$ cat src/rtl/ufc_map.svh
/*
  Register offsets, field positions, reset values and counts of the
  UART flow-control block. Assumes inclusion by bare name from rtl/.
*/
`ifndef UFC_MAP_SVH
`define UFC_MAP_SVH

// ----------------------------------------------------------------------
// register offsets
// ----------------------------------------------------------------------
`define UFC_ADDR_W        4
`define UFC_OFF_IER       4'h0
`define UFC_OFF_ISR       4'h1
`define UFC_OFF_FCR       4'h2
`define UFC_OFF_MCR       4'h3
`define UFC_OFF_FEATURE_CONTROL      4'h4
`define UFC_OFF_EFR       4'h5
`define UFC_OFF_RES1      4'h6
`define UFC_OFF_RES2      4'h7
`define UFC_OFF_PAU1      4'h8
`define UFC_OFF_PAU2      4'h9
`define UFC_OFF_STAT      4'hA

// ----------------------------------------------------------------------
// field positions and masks
// ----------------------------------------------------------------------
`define UFC_EFR_ENH       4
`define UFC_EFR_SPC       5
`define UFC_EFR_AOUT      6
`define UFC_EFR_AIN       7
`define UFC_MCR_DTR       0
`define UFC_MCR_RTS       1
`define UFC_MCR_SEL       2
`define UFC_ISR_SPC       4
`define UFC_ISR_PAU       5
`define UFC_IER_ENH_MASK  8'hF0
`define UFC_FCR_ENH_MASK  8'h30
`define UFC_MCR_ENH_MASK  8'hE0
`define UFC_TBL_D         2'h3

// ----------------------------------------------------------------------
// reset values and counts
// ----------------------------------------------------------------------
`define UFC_REG_RST       8'h00
`define UFC_PAUSE_CHARS   2'h2

`endif

$ cat src/rtl/ufc_pkg.sv
/*
  Types of the UART flow-control block: send states, module state
  records and the hysteresis decode. Assumes nothing outside.
*/
`default_nettype none

package ufc_pkg;

  typedef enum logic [1:0] {
    ufc_send_idle,
    ufc_send_first,
    ufc_send_last
  } ufc_send_t;

  typedef struct packed {
    logic seq_pause;
    logic seq_resume;
  } ufc_match_st_t;

  typedef struct packed {
    logic [7:0] interrupt_enable;
    logic [7:0] fifo_control;
    logic [7:0] modem_control;
    logic [7:0] feature_control;
    logic [7:0] enhanced_feature_control;
    logic [7:0] res1;
    logic [7:0] res2;
    logic [7:0] pau1;
    logic [7:0] pau2;
    logic [1:0] isr_flags;
    logic [7:0] rdata;
    logic       rts_n;
    logic       dtr_n;
    logic       hw_paused;
    logic       remote_stop;
    logic       tx_stop;
    logic [1:0] pause_cnt;
    logic       sw_paused;
    ufc_send_t  send;
    logic [7:0] fc_char;
    logic       fc_valid;
    logic       store;
    logic [7:0] store_data;
    logic       at_trig;
    logic       trig_irq;
  } ufc_top_st_t;

  // hysteresis in characters for table D
  function automatic logic [7:0] ufc_hyst_chars(input logic [3:0] sel);
    logic [7:0] r;
    r = 8'h00;
    unique case (sel)
      4'h0: r = 8'h00;
      4'h1: r = 8'h04;
      4'h2: r = 8'h06;
      4'h3: r = 8'h08;
      4'h4: r = 8'h08;
      4'h5: r = 8'h10;
      4'h6: r = 8'h18;
      4'h7: r = 8'h20;
      4'h8: r = 8'h28;
      4'h9: r = 8'h2C;
      4'hA: r = 8'h30;
      4'hB: r = 8'h34;
      4'hC: r = 8'h0C;
      4'hD: r = 8'h14;
      4'hE: r = 8'h1C;
      4'hF: r = 8'h24;
    endcase
    return r;
  endfunction

endpackage

`default_nettype wire

$ cat src/rtl/ufc_sync.sv
/*
  Pin synchroniser: three stages and an output flop per bit, a change counts once the
  second and third stages agree. Assumes asynchronous pin inputs.
*/
`default_nettype none

module ufc_sync
  import ufc_pkg::*;
#(
  parameter int W = 2
) (
  input  wire logic         mclk_i,
  input  wire logic         rst_b_i,
  input  wire logic [W-1:0] d_i,
  output logic      [W-1:0] q_o
);

  typedef struct packed {
    logic [W-1:0] s1;
    logic [W-1:0] s2;
    logic [W-1:0] s3;
    logic [W-1:0] q;
  } ufc_sync_st_t;

  ufc_sync_st_t st;
  ufc_sync_st_t next_st;

  always_comb begin
    next_st    = st;
    next_st.s1 = d_i;
    next_st.s2 = st.s1;
    next_st.s3 = st.s2;
    for (int i = 0; i < W; i++) begin
      if (st.s2[i] == st.s3[i]) begin
        next_st.q[i] = st.s3[i];
      end
    end
  end

  always_ff @(posedge mclk_i) begin
    if (!rst_b_i) begin
      st <= '0;
    end else begin
      st <= next_st;
    end
  end

  assign q_o = st.q;
endmodule

`default_nettype wire

$ cat src/rtl/ufc_rx_match.sv
/*
  Receive-side matching of pause/resume characters and of the special
  character. Assumes one received character per valid pulse.
*/
`default_nettype none

module ufc_rx_match
  import ufc_pkg::*;
(
  input  wire logic       mclk_i,
  input  wire logic       rst_b_i,
  input  wire logic [7:0] char_i,
  input  wire logic       valid_i,
  input  wire logic [1:0] rx_mode_i,
  input  wire logic [1:0] tx_mode_i,
  input  wire logic       special_en_i,
  input  wire logic [7:0] res1_i,
  input  wire logic [7:0] res2_i,
  input  wire logic [7:0] pau1_i,
  input  wire logic [7:0] pau2_i,
  output logic            pause_o,
  output logic            resume_o,
  output logic            special_o,
  output logic            keep_o
);

  ufc_match_st_t st;
  ufc_match_st_t next_st;
  logic          m_p1;
  logic          m_p2;
  logic          m_r1;
  logic          m_r2;
  logic          either;

  assign m_p1   = (char_i == pau1_i);
  assign m_p2   = (char_i == pau2_i);
  assign m_r1   = (char_i == res1_i);
  assign m_r2   = (char_i == res2_i);
  // tx on one pair while rx on both: either pair matches on its own
  assign either = tx_mode_i[1] ^ tx_mode_i[0];

  always_comb begin
    next_st  = st;
    pause_o  = 1'b0;
    resume_o = 1'b0;
    unique case (rx_mode_i)
      2'b00: begin
      end
      2'b01: begin
        pause_o  = valid_i & m_p2;
        resume_o = valid_i & m_r2;
      end
      2'b10: begin
        pause_o  = valid_i & m_p1;
        resume_o = valid_i & m_r1;
      end
      2'b11: begin
        if (either) begin
          pause_o  = valid_i & (m_p1 | m_p2);
          resume_o = valid_i & (m_r1 | m_r2);
        end else begin
          // two-character sequence: first must directly precede second
          pause_o  = valid_i & st.seq_pause & m_p2;
          resume_o = valid_i & st.seq_resume & m_r2;
        end
      end
    endcase
    if (valid_i) begin
      next_st.seq_pause  = m_p1;
      next_st.seq_resume = m_r1;
    end
    special_o = valid_i & special_en_i & m_p2;
    // consumed flow characters never reach the fifo
    keep_o    = valid_i & ~(pause_o | resume_o);
  end

  always_ff @(posedge mclk_i) begin
    if (!rst_b_i) begin
      st <= '0;
    end else begin
      st <= next_st;
    end
  end
endmodule

`default_nettype wire

$ cat src/rtl/ufc_top.sv
/*
  Flow-control core of one UART channel: trigger table and hysteresis
  select, enhanced-bit write gate, software pause/resume characters,
  special character detect, auto request/ready output and auto
  clear/set-ready transmit gating. Assumes the fifo, trigger tables,
  transmitter and receiver are outside and on the same clock; the
  transmitter takes a flow character only between data characters.
*/
// Decided for this implementation: the plain strobed port and the placing of the registers.
// Summary of operation
// - two feature bits pick trigger table A, B, C or D
// - tables A-C: hardware flow trips one level above, releases one below
// - table D: four-bit hysteresis code maps to a character count
// - both pairs selected: two characters sent back to back; matched back to back unless tx uses one pair
// - pause characters go two character times after reaching trigger
// - resume goes below next lower level, or trigger minus hysteresis
// - upper selection bits pick transmitted pair: none, second, first, both
// - lower bits pick received pair; 11 means either or sequence
// - enhanced bits only writable while enhanced enable is set
// - reset clears enhanced enable and every gated enhanced bit
// - special detect compares with second pause char, stores, flags status
// - special detect with second-pair matching drops char, raises both flags
// - auto output: event at trigger, high above, low below release level
// - modem bit 2 steers auto output to request or ready pin
// - auto input: transmitter stops while selected input is high
// - special, auto output and auto input enables reset to zero
// - hysteresis counts only under table D; zero means next level
// - character in progress finishes before transmit stops
`default_nettype none

`include "ufc_map.svh"

module ufc_top
  import ufc_pkg::*;
(
  input  wire logic                  mclk_i,
  input  wire logic                  rst_b_i,
  input  wire logic [`UFC_ADDR_W-1:0] reg_addr_i,
  input  wire logic [7:0]            reg_wdata_i,
  input  wire logic                  reg_wr_i,
  input  wire logic                  reg_rd_i,
  output logic      [7:0]            reg_rdata_o,
  input  wire logic [7:0]            rx_level_i,
  input  wire logic [7:0]            rx_trig_i,
  input  wire logic [7:0]            rx_trig_up_i,
  input  wire logic [7:0]            rx_trig_dn_i,
  input  wire logic                  char_tick_i,
  input  wire logic [7:0]            rx_char_i,
  input  wire logic                  rx_char_valid_i,
  output logic                       rx_store_o,
  output logic      [7:0]            rx_store_data_o,
  input  wire logic                  tx_busy_i,
  output logic                       tx_stop_o,
  input  wire logic                  fc_take_i,
  output logic                       fc_valid_o,
  output logic      [7:0]            fc_char_o,
  input  wire logic                  cts_n_i,
  input  wire logic                  dsr_n_i,
  output logic                       rts_n_o,
  output logic                       dtr_n_o,
  output logic                       trig_irq_o,
  output logic      [1:0]            trig_table_o,
  output logic      [7:0]            ier_o,
  output logic      [7:0]            fcr_o,
  output logic      [7:0]            mcr_o
);

  ufc_top_st_t st;
  ufc_top_st_t next_st;
  logic [1:0]  pin_s;
  logic        m_pause;
  logic        m_resume;
  logic        m_special;
  logic        m_keep;
  logic        enh;
  logic        tbl_d;
  logic [7:0]  hyst;
  logic [7:0]  up_lvl;
  logic [7:0]  dn_lvl;
  logic        at_trig;
  logic        tx_en;
  logic        auto_out;
  logic        req_pause;
  logic        req_resume;
  logic        in_stop;

  // ----------------------------------------------------------------------
  // submodules
  // ----------------------------------------------------------------------
  ufc_sync #(.W(2)) u_sync (
    .mclk_i  (mclk_i),
    .rst_b_i (rst_b_i),
    .d_i     ({dsr_n_i, cts_n_i}),
    .q_o     (pin_s)
  );

  ufc_rx_match u_match (
    .mclk_i       (mclk_i),
    .rst_b_i      (rst_b_i),
    .char_i       (rx_char_i),
    .valid_i      (rx_char_valid_i),
    .rx_mode_i    (st.enhanced_feature_control[1:0]),
    .tx_mode_i    (st.enhanced_feature_control[3:2]),
    .special_en_i (st.enhanced_feature_control[`UFC_EFR_SPC]),
    .res1_i       (st.res1),
    .res2_i       (st.res2),
    .pau1_i       (st.pau1),
    .pau2_i       (st.pau2),
    .pause_o      (m_pause),
    .resume_o     (m_resume),
    .special_o    (m_special),
    .keep_o       (m_keep)
  );

  // ----------------------------------------------------------------------
  // thresholds
  // ----------------------------------------------------------------------
  assign enh   = st.enhanced_feature_control[`UFC_EFR_ENH];
  assign tbl_d = (st.feature_control[7:6] == `UFC_TBL_D);
  assign hyst  = ufc_hyst_chars(st.feature_control[3:0]);
  // hysteresis only under table D and when nonzero, else next levels
  assign up_lvl = (tbl_d && hyst != 8'h00) ? rx_trig_i + hyst : rx_trig_up_i;
  assign dn_lvl = (tbl_d && hyst != 8'h00)
                ? ((hyst > rx_trig_i) ? 8'h00 : rx_trig_i - hyst) : rx_trig_dn_i;
  assign at_trig    = (rx_level_i >= rx_trig_i);
  assign tx_en      = (st.enhanced_feature_control[3:2] != 2'b00);
  assign auto_out   = st.enhanced_feature_control[`UFC_EFR_AOUT];
  assign req_pause  = tx_en && at_trig && !st.sw_paused
                    && st.pause_cnt == `UFC_PAUSE_CHARS;
  assign req_resume = tx_en && st.sw_paused && rx_level_i < dn_lvl;
  // mcr select bit: 0 uses clear-to-send, 1 uses set-ready
  assign in_stop    = st.enhanced_feature_control[`UFC_EFR_AIN]
                    && (st.modem_control[`UFC_MCR_SEL] ? pin_s[1] : pin_s[0]);

  // masked write: gated bits keep their value while enhanced enable is off
  function automatic logic [7:0] gate_wr(input logic [7:0] old, input logic [7:0] wd,
                                         input logic [7:0] mask, input logic en);
    return en ? wd : ((old & mask) | (wd & ~mask));
  endfunction

  // ----------------------------------------------------------------------
  // next state
  // ----------------------------------------------------------------------
  always_comb begin
    next_st = st;
    if (reg_wr_i) begin
      unique case (reg_addr_i)
        `UFC_OFF_IER:  next_st.interrupt_enable  = gate_wr(st.interrupt_enable, reg_wdata_i, `UFC_IER_ENH_MASK, enh);
        `UFC_OFF_FCR:  next_st.fifo_control  = gate_wr(st.fifo_control, reg_wdata_i, `UFC_FCR_ENH_MASK, enh);
        `UFC_OFF_MCR:  next_st.modem_control  = gate_wr(st.modem_control, reg_wdata_i, `UFC_MCR_ENH_MASK, enh);
        `UFC_OFF_ISR: begin
          if (enh) begin
            next_st.isr_flags = st.isr_flags & ~reg_wdata_i[`UFC_ISR_PAU:`UFC_ISR_SPC];
          end
        end
        `UFC_OFF_FEATURE_CONTROL: next_st.feature_control = reg_wdata_i;
        `UFC_OFF_EFR:  next_st.enhanced_feature_control  = reg_wdata_i;
        `UFC_OFF_RES1: next_st.res1 = reg_wdata_i;
        `UFC_OFF_RES2: next_st.res2 = reg_wdata_i;
        `UFC_OFF_PAU1: next_st.pau1 = reg_wdata_i;
        `UFC_OFF_PAU2: next_st.pau2 = reg_wdata_i;
        default: begin
        end
      endcase
    end

    // read data stands only in the cycle after the strobe
    next_st.rdata = 8'h00;
    if (reg_rd_i) begin
      unique case (reg_addr_i)
        `UFC_OFF_IER:  next_st.rdata = st.interrupt_enable;
        `UFC_OFF_ISR:  next_st.rdata = {2'b00, st.isr_flags, 4'h0};
        `UFC_OFF_FCR:  next_st.rdata = st.fifo_control;
        `UFC_OFF_MCR:  next_st.rdata = st.modem_control;
        `UFC_OFF_FEATURE_CONTROL: next_st.rdata = st.feature_control;
        `UFC_OFF_EFR:  next_st.rdata = st.enhanced_feature_control;
        `UFC_OFF_RES1: next_st.rdata = st.res1;
        `UFC_OFF_RES2: next_st.rdata = st.res2;
        `UFC_OFF_PAU1: next_st.rdata = st.pau1;
        `UFC_OFF_PAU2: next_st.rdata = st.pau2;
        `UFC_OFF_STAT: next_st.rdata = {2'b00, pin_s, st.sw_paused, st.remote_stop,
                                        st.hw_paused, st.tx_stop};
        default:       next_st.rdata = 8'h00;
      endcase
    end

    // status flags: a new event wins over a clear in the same cycle
    if (m_special) begin
      next_st.isr_flags[0] = 1'b1;
    end
    if (m_pause) begin
      next_st.isr_flags[1] = 1'b1;
    end

    // receive path towards the fifo
    next_st.store      = m_keep;
    next_st.store_data = rx_char_i;

    // pause from far end holds data until its resume
    if (st.enhanced_feature_control[1:0] == 2'b00) begin
      next_st.remote_stop = 1'b0;
    end else if (m_pause) begin
      next_st.remote_stop = 1'b1;
    end else if (m_resume) begin
      next_st.remote_stop = 1'b0;
    end

    // hardware output flow control
    if (!auto_out) begin
      next_st.hw_paused = 1'b0;
    end else if (rx_level_i >= up_lvl) begin
      next_st.hw_paused = 1'b1;
    end else if (rx_level_i < dn_lvl) begin
      next_st.hw_paused = 1'b0;
    end
    // pin only low when software asserted it; auto can only release it
    next_st.rts_n = !(st.modem_control[`UFC_MCR_RTS]
                  && !(auto_out && !st.modem_control[`UFC_MCR_SEL] && st.hw_paused));
    next_st.dtr_n = !(st.modem_control[`UFC_MCR_DTR]
                  && !(auto_out && st.modem_control[`UFC_MCR_SEL] && st.hw_paused));
    next_st.at_trig  = at_trig;
    next_st.trig_irq = auto_out && at_trig && !st.at_trig;

    // data transmit stop changes only between characters
    if (!tx_busy_i) begin
      next_st.tx_stop = in_stop || st.remote_stop;
    end

    // two character times spent at or above trigger before pausing
    if (!at_trig || st.sw_paused || !tx_en) begin
      next_st.pause_cnt = 2'h0;
    end else if (char_tick_i && st.pause_cnt != `UFC_PAUSE_CHARS) begin
      next_st.pause_cnt = st.pause_cnt + 2'h1;
    end

    // flow character sender
    if (!tx_en) begin
      // selection cleared: drop any pending character and pause state
      next_st.sw_paused = 1'b0;
      next_st.fc_valid  = 1'b0;
      next_st.send      = ufc_send_idle;
    end else begin
      unique case (st.send)
        ufc_send_idle: begin
          if (req_pause || req_resume) begin
            next_st.sw_paused = req_pause;
            next_st.fc_valid  = 1'b1;
            // second-only uses the second char; first or both starts on first
            if (st.enhanced_feature_control[3]) begin
              next_st.fc_char = req_pause ? st.pau1 : st.res1;
            end else begin
              next_st.fc_char = req_pause ? st.pau2 : st.res2;
            end
            next_st.send = (st.enhanced_feature_control[3:2] == 2'b11) ? ufc_send_first : ufc_send_last;
          end
        end
        ufc_send_first: begin
          if (fc_take_i) begin
            next_st.fc_char = st.sw_paused ? st.pau2 : st.res2;
            next_st.send    = ufc_send_last;
          end
        end
        ufc_send_last: begin
          if (fc_take_i) begin
            next_st.fc_valid = 1'b0;
            next_st.send     = ufc_send_idle;
          end
        end
      endcase
    end
  end

  // ----------------------------------------------------------------------
  // state register
  // ----------------------------------------------------------------------
  always_ff @(posedge mclk_i) begin
    if (!rst_b_i) begin
      st       <= '0;
      st.rts_n <= 1'b1;
      st.dtr_n <= 1'b1;
    end else begin
      st <= next_st;
    end
  end

  assign reg_rdata_o     = st.rdata;
  assign rx_store_o      = st.store;
  assign rx_store_data_o = st.store_data;
  assign tx_stop_o       = st.tx_stop;
  assign fc_valid_o      = st.fc_valid;
  assign fc_char_o       = st.fc_char;
  assign rts_n_o         = st.rts_n;
  assign dtr_n_o         = st.dtr_n;
  assign trig_irq_o      = st.trig_irq;
  assign trig_table_o    = st.feature_control[7:6];
  assign ier_o           = st.interrupt_enable;
  assign fcr_o           = st.fifo_control;
  assign mcr_o           = st.modem_control;
endmodule

`default_nettype wire

$ cat config.mk
export PLATFORM = sky130hd
export DESIGN_NAME = ufc_top
export DESIGN_NICKNAME = d
export VERILOG_FILES = /design/src/rtl/ufc_pkg.sv /design/src/rtl/ufc_sync.sv /design/src/rtl/ufc_rx_match.sv /design/src/rtl/ufc_top.sv
export VERILOG_INCLUDE_DIRS = /design/src /design/src/rtl
export SDC_FILE = /design/constraint.sdc
export NUM_CORES = 1
export LEC_CHECK = 0
export BUFFER_PORTS_ARGS = -buffer_cell sky130_fd_sc_hd__buf_2
export CORE_AREA = 4 4 167 169
export CTS_CLUSTER_SIZE = 14
export DETAILED_ROUTE_END_ITERATION = 10
export DIE_AREA = 0 0 171 173
export PLACE_DENSITY = 0.56
export SLEW_MARGIN = 20
export SYNTH_ARGS = -nofsm -noshare
export SYNTH_HDL_FRONTEND = slang
export SYNTH_HIERARCHICAL = 1
export SYNTH_SLANG_ARGS = --single-unit
$ cat constraint.sdc
create_clock -name mclk_i -period 10.65 [get_ports mclk_i]
set_clock_uncertainty 0.15 [all_clocks]
set_input_delay 3.195 -clock mclk_i [delete_from_list [all_inputs] [get_ports mclk_i]]
set_output_delay 3.195 -clock mclk_i [all_outputs]
set_load 0.01 [all_outputs]
==> impl_metrics.ini, run 1 <==
[global_route]
grt_pass1_wl_mm = 35.7
grt_pass1_vias = 6115
grt_antenna_before_repair = 2
grt_max_degree = 76
grtUsageTotal = 0.155
overflow = 0

[clock_tree]
post-cts-setup-buffers = 0
ctsResizeCount = 0
clockBufferDepth = 2
clk_latency_ns = 0.43
cts.sinks = 127
cts_tree = built
numCtsBuffers = 17
root_buffer = clkbuf_16
cts_hold_buf = 0
htree_levels = 4
path_clk_slew_ns = 0.06

[place]
placed_area_um2 = 8270
gp_congestion = 0.881
io_buffers = 117
place_ws_ns = 3.64
dp_hpwl_mm = 17.4

[sta]
timing.fmax_mhz = 152
hold_viol = 0
rsz0062_at_grt = false
period_share = 0.617
period_needed_ns = 6.57
setup_tns_ns = 0
worst_pin_slew_ns = 1.09
finalMaxSlewViolations = 0
maxSlewHeadroom = 0.272
fin_ws_ns = 4.08
setup_viol_count_final = 0

[flow_run]
drv_cap = 0

[yosys]
synth_seq_cells = 127
synth_area_per_cell_um2 = 9.02
ys.flop_type = dfxtp_1
synthTopCellsByArea = dfxtp_1, mux2i_1, nor2b_1
synthArstFlopShare = 0
ys_seq_area_frac = 0.326
synth_top_area_frac = 0.326
synth_cell_type_count = 77
syn_area_um2 = 7800
synth_edf_count = 0
yosys.area.top_type = dfxtp_1
yosysWarnings = 6
syn-instance-count = 865
synth_fp_nets = 970

[worst_setup_path]
critPathBufInv = 1
startpoint = rx_trig_i[2]
path_class = in -> reg
cp_slowest_stage_delay_ns = 0.46
r2r-start = hyst[2]$_DFF_P_
end_kind = register
crit_path_max_fanout = 16
crit_arrival_ns = 6.76
worstPathRequired_ns = 10.85
worstSetupStartpointType = primary input
crit_family = compound AO/OA/AOI/OAI gates
critPathSlowestCell = o21ai_2
cp_cell_sequence = buf_2, ha_1, nor2b_1, o2111a_1, nor4_2, nor2_1, a22oi_1, ha_1, a21o_1, a21o_1, a211oi_1, nand3_1, o21ai_2, o21ai_0, a21oi_1

[route]
routed_via_density = 4.95
vias = 6235
firstDrtPassIters = 5
post-route-drc-count = 0
routedWlPerCell_um = 18.2
totalWireLength_mm = 23.0
initialDrtViolationCount = 432
ant_nets = 0

[final_layout]
seqCellArea_um2 = 2540
final_cell_mix = dfxtp_1, buf_2, nor2b_1
antennaDiodeCount = 0
final_layout_size_suffix_gt1_frac = 0.210
nets = 1011
multiInputGateArea_um2 = 4570
fill_cells = 2805
area_growth_syn_to_layout_pct = 13.1
final_common_cell = dfxtp_1
design_area_um2 = 8830

[power]
powerDensity_nw_per_um2 = 131
power.leakage_nw = 3.61
ir_drop_mv = 0.103

[die]
coreArea_um2 = 26600
chipHeight_um = 173
die_area_um2 = 29600
top_level_ports = 118
dieWidth_um = 171
start_util = 0.294
fp-row-count = 60

[outcome]
status = finished, final reports clean

[min_path]
min_path_type = reg -> reg
min_from = st[1]$_SDFF_PN0_
==> layer usage <==
layer,GRT usage,up-vias,part of all wire
li1,-,3096,-
met1,0.213,2923,0.47
met2,0.240,185,0.45
met3,0.0391,27,0.060
met4,0.0442,4,0.017
met5,0,-,0.00091
==> metrics by stage <==
| stage | hold slack [ns] | instances | power, mW | utilization |
|---|---|---|---|---|
| 2_1_floorplan | 0.223 | 865 | 0.575 | - |
| 3_3_place_gp | 0.228 | 1228 | 0.614 | 0.311 |
| 3_5_place_dp | 0.241 | 1228 | 0.615 | 0.311 |
| 4_1_cts | 0.250 | 1260 | 1.17 | 0.332 |
| 5_1_grt | 0.260 | 1260 | 1.21 | 0.332 |
| 6_report | 0.248 | 1260 | 1.16 | 0.332 |
==> power by group <==
part	leakage, nW	switching [mW]	internal, mW	total [mW]
clock	0.264	0.231	0.324	0.555
combinational	2.32	0.0685	0.0478	0.116
sequential	1.03	0.00608	0.482	0.488
==> Yosys cell counts, types with 4 or more instances <==
| master | instances |
|---|---|
| nor2b_1 | 87 |
| and2_2 | 6 |
| a21boi_0 | 8 |
| a21o_1 | 5 |
| a222oi_1 | 8 |
| nand2_1 | 45 |
| nand3_1 | 27 |
| xor2_1 | 9 |
| buf_4 | 53 |
| mux2_2 | 17 |
| dfxtp_1 | 127 |
| a211oi_1 | 4 |
| a22o_1 | 5 |
| nand2b_1 | 8 |
| o21ai_0 | 29 |
| a31oi_1 | 4 |
| and2_1 | 12 |
| inv_1 | 31 |
| a22oi_1 | 13 |
| a21oi_1 | 39 |
| buf_1 | 6 |
| ha_1 | 41 |
| nor2_1 | 38 |
| xnor2_1 | 31 |
| nand4_1 | 10 |
| clkbuf_1 | 36 |
| nor4_1 | 5 |
| o21bai_1 | 4 |
| a32oi_1 | 5 |
| nor3_1 | 5 |
| mux2i_1 | 78 |
==> worst paths after layout <==
path         slack, ns                         to  depth (start not counted)
max               4.08  fc_char_o[4]$_SDFFE_PN0P_                         15
min reg2reg       0.25      trig_irq_o$_SDFF_PN0_                          1
max reg2reg       6.40  fc_char_o[4]$_SDFFE_PN0P_                         15
min               0.25      trig_irq_o$_SDFF_PN0_                          1
==> registers in the layout (all words and copies together), names as in the netlist <==
name,flops
u_match/st,2
fc_valid_o,1
reg_rdata_o,8
trig_table_o,2
u_sync/st,2
rx_store_data_o,8
fcr_o,8
rts_n_o,1
hyst,5
u_sync/next_st,4
st,54
trig_irq_o,1
mcr_o,8
enh,1
ier_o,8
tx_stop_o,1
rx_store_o,1
u_sync/q_o,2
dtr_n_o,1
auto_out,1
fc_char_o,8
==> cell families (layout without fill, tap and decap cells) <==
family | after synthesis | count (layout) | synth area share
xor gates and xnor gates | 41 | 41 | 0.0470
DFF | 127 | 127 | 0.326
muxes | 97 | 97 | 0.130
adders and majority gates | 43 | 43 | 0.0709
buffers and inverters | 129 | 183 | 0.0881
AOI/OAI and AO/OA | 167 | 167 | 0.153
and+or+nand+nor | 261 | 261 | 0.184
==> worst register-to-register path: stages, from the launching register on <==
cell and delay (ns):
dfxtp_1 0.51, inv_1 0.08, ha_1 0.29, nor2b_1 0.15, o2111a_1 0.28, nor4_2 0.42, nor2_1 0.14, a22oi_1 0.19
ha_1 0.27, a21o_1 0.16, a21o_1 0.18, a211oi_1 0.43, nand3_1 0.15, o21ai_2 0.46, o21ai_0 0.14, a21oi_1 0.16
==> cell type report <==
| cell class | count | share of cell area |
|---|---|---|
| tap | 341 | 0.0483 |
| clock buffer | 18 | 0.0486 |
| multi-input combinational | 609 | 0.518 |
| timing repair buffer | 120 | 0.0689 |
| clock inverter | 14 | 0.0149 |
| sequential | 127 | 0.288 |
| inverter | 31 | 0.0132 |
Power figures use the tool's default switching activity.
==> run 2: changes to the inputs <==
- PLACE_DENSITY: 0.56 -> 0.58
- clock period: 10.65 -> 5.95 ns (I/O delays scaled with it)
==> impl_metrics.ini, run 2 (synthesis gave the netlist of run 1 again) <==
[route]
totalWireLength_mm = 23.2
routed_via_density = 5.02
firstDrtPassIters = 8
routedWlPerCell_um = 18.4
vias = 6322
ant_nets = 0
post-route-drc-count = 0
initialDrtViolationCount = 491

[place]
dp_hpwl_mm = 17.5
gp_congestion = 0.869
dpl.cell_count = 1229
io_buffers = 117

[final_layout]
final_cells = 1260
final_cell_mix = dfxtp_1, buf_2, nor2b_1
largest-register = st
nets = 1012
area_growth_syn_to_layout_pct = 13.7
final_common_cell = dfxtp_1
largest_reg_flops = 54
final_layout_size_suffix_gt1_frac = 0.207

[min_path]
min_path_type = reg -> reg
holdPathStages = 1

[clock_tree]
clk_latency_ns = 0.42
ctsResizeCount = 0
cts.sinks = 127
post-cts-setup-buffers = 0
cts_tree = built
clockBufferDepth = 2
root_buffer = clkbuf_16
htree_levels = 4
path_clk_slew_ns = 0.06
numCtsBuffers = 17
cts_hold_buf = 0

[worst_setup_path]
crit_arrival_ns = 5.33
end_kind = register
worstPathRequired_ns = 6.15
worstSetupStartpointType = primary input
crit_path_max_fanout = 16
path_class = in -> reg
r2r_slack_ns = 1.76
r2r_cells = 15

[power]
power.leakage_nw = 3.64
total_power_mw = 2.14
combPwrFrac = 0.098
pwr-share-seq = 0.409
powerDensity_nw_per_um2 = 241
ir_drop_mv = 0.160
p_int_mw = 1.64
p_sw_uw = 505
clkPwrFrac = 0.493
switching_share = 0.236

[die]
dieWidth_um = 171
die_area_um2 = 29600
start_util = 0.294
chipHeight_um = 173
coreArea_um2 = 26600
top_level_ports = 118
fp-row-count = 60

[sta]
maxSlewHeadroom = 0.236
period_needed_ns = 5.13
rsz0062_at_grt = false
worst_pin_slew_ns = 1.14
period_share = 0.862
setup_viol_count_final = 0
timing.fmax_mhz = 195
hold_viol = 0
setup_tns_ns = 0
finalMaxSlewViolations = 0

[global_route]
grt_pass1_vias = 6048
grtUsageTotal = 0.154
overflow = 0
grt_antenna_before_repair = 2
grt_max_degree = 50
grt_pass1_wl_mm = 35.6

[flow_run]
drv_cap = 0

[outcome]
status = finished, final reports clean
## run 2: worst paths after layout
kind / startpoint / endpoint
worst max-delay path: rx_trig_i[2] / fc_char_o[6]$_SDFFE_PN0P_
worst min-delay path: st[1]$_SDFF_PN0_ / trig_irq_o$_SDFF_PN0_
worst max register to register: hyst[2]$_DFF_P_ / fc_char_o[6]$_SDFFE_PN0P_
worst min register to register: st[1]$_SDFF_PN0_ / trig_irq_o$_SDFF_PN0_
## run 2: area by class of cell
| type | instances | area, um^2 |
|---|---|---|
| Antenna cell | 1 | 2.50 |
| Clock buffer | 24 | 482 |
| Clock inverter | 6 | 108 |
| Fill cell | 2788 | 17700 |
| Inverter | 31 | 116 |
| Multi-Input combinational cell | 609 | 4570 |
| Sequential cell | 127 | 2540 |
| Tap cell | 341 | 427 |
| Timing Repair Buffer | 121 | 616 |
## run 2: routing by layer
layer  global-route usage  vias up  routed length (um)
li1                     -     3090                   -
met1                0.211     3039               10600
met2                0.242      166               10700
met3               0.0364       25                1550
met4               0.0419        2                 358
met5                    0        -                  13
## run 2: through the flow
step / utilization / setup slack (ns) / hold WS [ns] / cell area [um^2]
after floorplan: - / 0.970 / 0.223 / 7800
after global placement: 0.311 / 0.500 / 0.235 / 8270
after detailed placement: 0.311 / 0.385 / 0.230 / 8270
after CTS: 0.333 / 0.826 / 0.238 / 8860
after global routing: 0.334 / 0.461 / 0.247 / 8870
final: 0.334 / 0.822 / 0.237 / 8870
## run 2: critical path, stage by stage
cell,delay (ns)
buf_2,0.13
ha_1,0.30
nor2b_1,0.15
o2111a_1,0.29
nor4_2,0.42
nor2_1,0.14
a22oi_1,0.20
ha_1,0.28
a21o_1,0.16
a21o_1,0.18
a211oi_1,0.42
nand3_1,0.15
o21ai_2,0.46
o21ai_0,0.14
a21oi_1,0.14
## run 2: power groups by stage
stage	clock network, mW	logic, mW	registers, mW
after detailed placement	0	0.208	0.893
after global placement	0	0.206	0.893
after global routing	1.11	0.231	0.875
after CTS	1.07	0.209	0.874
after floorplan	0	0.141	0.888
final	1.06	0.210	0.875
==> run 3: changes to the inputs <==
- RECOVER_POWER: not set -> 25
==> impl_metrics.ini, run 3 (synthesis gave the netlist of run 1 again) <==
[outcome]
status = complete, but fails checks
violations = capacitance limit, slew limit

[die]
dieWidth_um = 171
fp-row-count = 60
top_level_ports = 118
chipHeight_um = 173
coreArea_um2 = 26600
start_util = 0.294
die_area_um2 = 29600

[global_route]
grtUsageTotal = 0.154
grt_pass1_vias = 6048
grt_max_degree = 50
overflow = 0
grt_pass1_wl_mm = 35.6
grt_antenna_before_repair = 2

[sta]
fin_ws_ns = 0.745
worst_pin_slew_ns = 1.73
whs_ns = 0.237
hold_viol = 0
period_needed_ns = 5.20
timing.fmax_mhz = 192
period_share = 0.875
finalMaxSlewViolations = 50
setup_tns_ns = 0
maxSlewHeadroom = -0.157
rsz0062_at_grt = false
setup_viol_count_final = 0

[clock_tree]
post-cts-setup-buffers = 0
clockBufferDepth = 2
clk_latency_ns = 0.42
path_clk_slew_ns = 0.06
cts_tree = built
ctsResizeCount = 0
numCtsBuffers = 17
cts_hold_buf = 0
cts.sinks = 127
root_buffer = clkbuf_16
htree_levels = 4

[route]
ant_nets = 0
routedWlPerCell_um = 18.4
totalWireLength_mm = 23.2
vias = 6296
post-route-drc-count = 0
firstDrtPassIters = 5
routed_via_density = 5.00
initialDrtViolationCount = 481

[power]
p_sw_uw = 503
clkPwrFrac = 0.493
pwr-share-seq = 0.409
powerDensity_nw_per_um2 = 242
switching_share = 0.235
combPwrFrac = 0.097
total_power_mw = 2.14
p_int_mw = 1.63
power.leakage_nw = 3.53
ir_drop_mv = 0.159

[flow_run]
drv_cap = 1

[final_layout]
multiInputGateArea_um2 = 4570
seqCellArea_um2 = 2540
largest-register = st
final_cells = 1260
fill_cells = 2796
nets = 1012
largest_reg_flops = 54
final_common_cell = dfxtp_1
final_layout_size_suffix_gt1_frac = 0.178
area_growth_syn_to_layout_pct = 13.2
final_cell_mix = dfxtp_1, buf_2, nor2b_1

[place]
place_ws_ns = 0.385
io_buffers = 117
dpl.cell_count = 1229
gp_congestion = 0.869
dp_hpwl_mm = 17.5

[worst_setup_path]
crit_path_max_fanout = 16
cp_slowest_stage_delay_ns = 0.45
critPathBufInv = 1
worstSetupStartpointType = primary input
critPathSlowestCell = o21ai_2
cp_cell_sequence = buf_2, ha_1, nor2b_1, o2111a_1, nor4_2, nor2_1, a22oi_1, ha_1, a21o_1, a21o_1, a211oi_1, nand3_1, o21ai_2, o21ai_0, a21oi_1
end_kind = register
crit_family = compound AO/OA/AOI/OAI gates
crit_arrival_ns = 5.40
worstPathRequired_ns = 6.14
path_class = in -> reg

[min_path]
min_path_type = reg -> reg
[run 3: cell types whose count changed in the layout (fill, tap and decap cells not counted), sizes merged]
| cell | previous run | this run |
|---|---|---|
| buf | 121 | 94 |
| clkbuf | 24 | 51 |
[run 3: power groups by stage]
stage	Clock, mW	Combinational [mW]	Sequential [mW]
floorplan	0	0.141	0.888
global placement	0	0.206	0.893
detailed placement	0	0.208	0.893
CTS	1.07	0.209	0.874
global route	1.11	0.230	0.876
finish	1.05	0.208	0.875
[run 3: per-layer routing]
metal / global-route usage / vias to the layer above / wire length [um]
met5: 0 / - / 7
met4: 0.0419 / 2 / 400
met1: 0.211 / 3014 / 10800
met3: 0.0364 / 28 / 1450
li1: - / 3087 / -
met2: 0.242 / 165 / 10600
[run 3: path summary, 6_finish.rpt]
kind                            slack (ns)                        end  depth (start not counted)              from
worst max-delay path                  0.75  fc_char_o[4]$_SDFFE_PN0P_                         15      rx_trig_i[2]
worst min-delay path                  0.24      trig_irq_o$_SDFF_PN0_                          1  st[1]$_SDFF_PN0_
worst max register to register        1.68  fc_char_o[4]$_SDFFE_PN0P_                         15   hyst[2]$_DFF_P_
worst min register to register        0.24      trig_irq_o$_SDFF_PN0_                          1  st[1]$_SDFF_PN0_
[run 3: cell type report]
| cell class | instances | area share |
|---|---|---|
| Multi-Input combinational cell | 609 | 0.518 |
| Sequential cell | 127 | 0.288 |
| Timing Repair Buffer | 121 | 0.0653 |
| Clock buffer | 24 | 0.0546 |
| Tap cell | 341 | 0.0483 |
| Inverter | 31 | 0.0132 |
| Clock inverter | 6 | 0.0122 |
| Antenna cell | 1 | 0.000283 |
[run 3: metrics by stage]
| step | cell area [um^2] | util |
|---|---|---|
| 5_1_grt | 8830 | 0.332 |
| 3_5_place_dp | 8270 | 0.311 |
| 2_1_floorplan | 7800 | - |
| 3_3_place_gp | 8270 | 0.311 |
| 4_1_cts | 8860 | 0.333 |
| 6_report | 8830 | 0.332 |
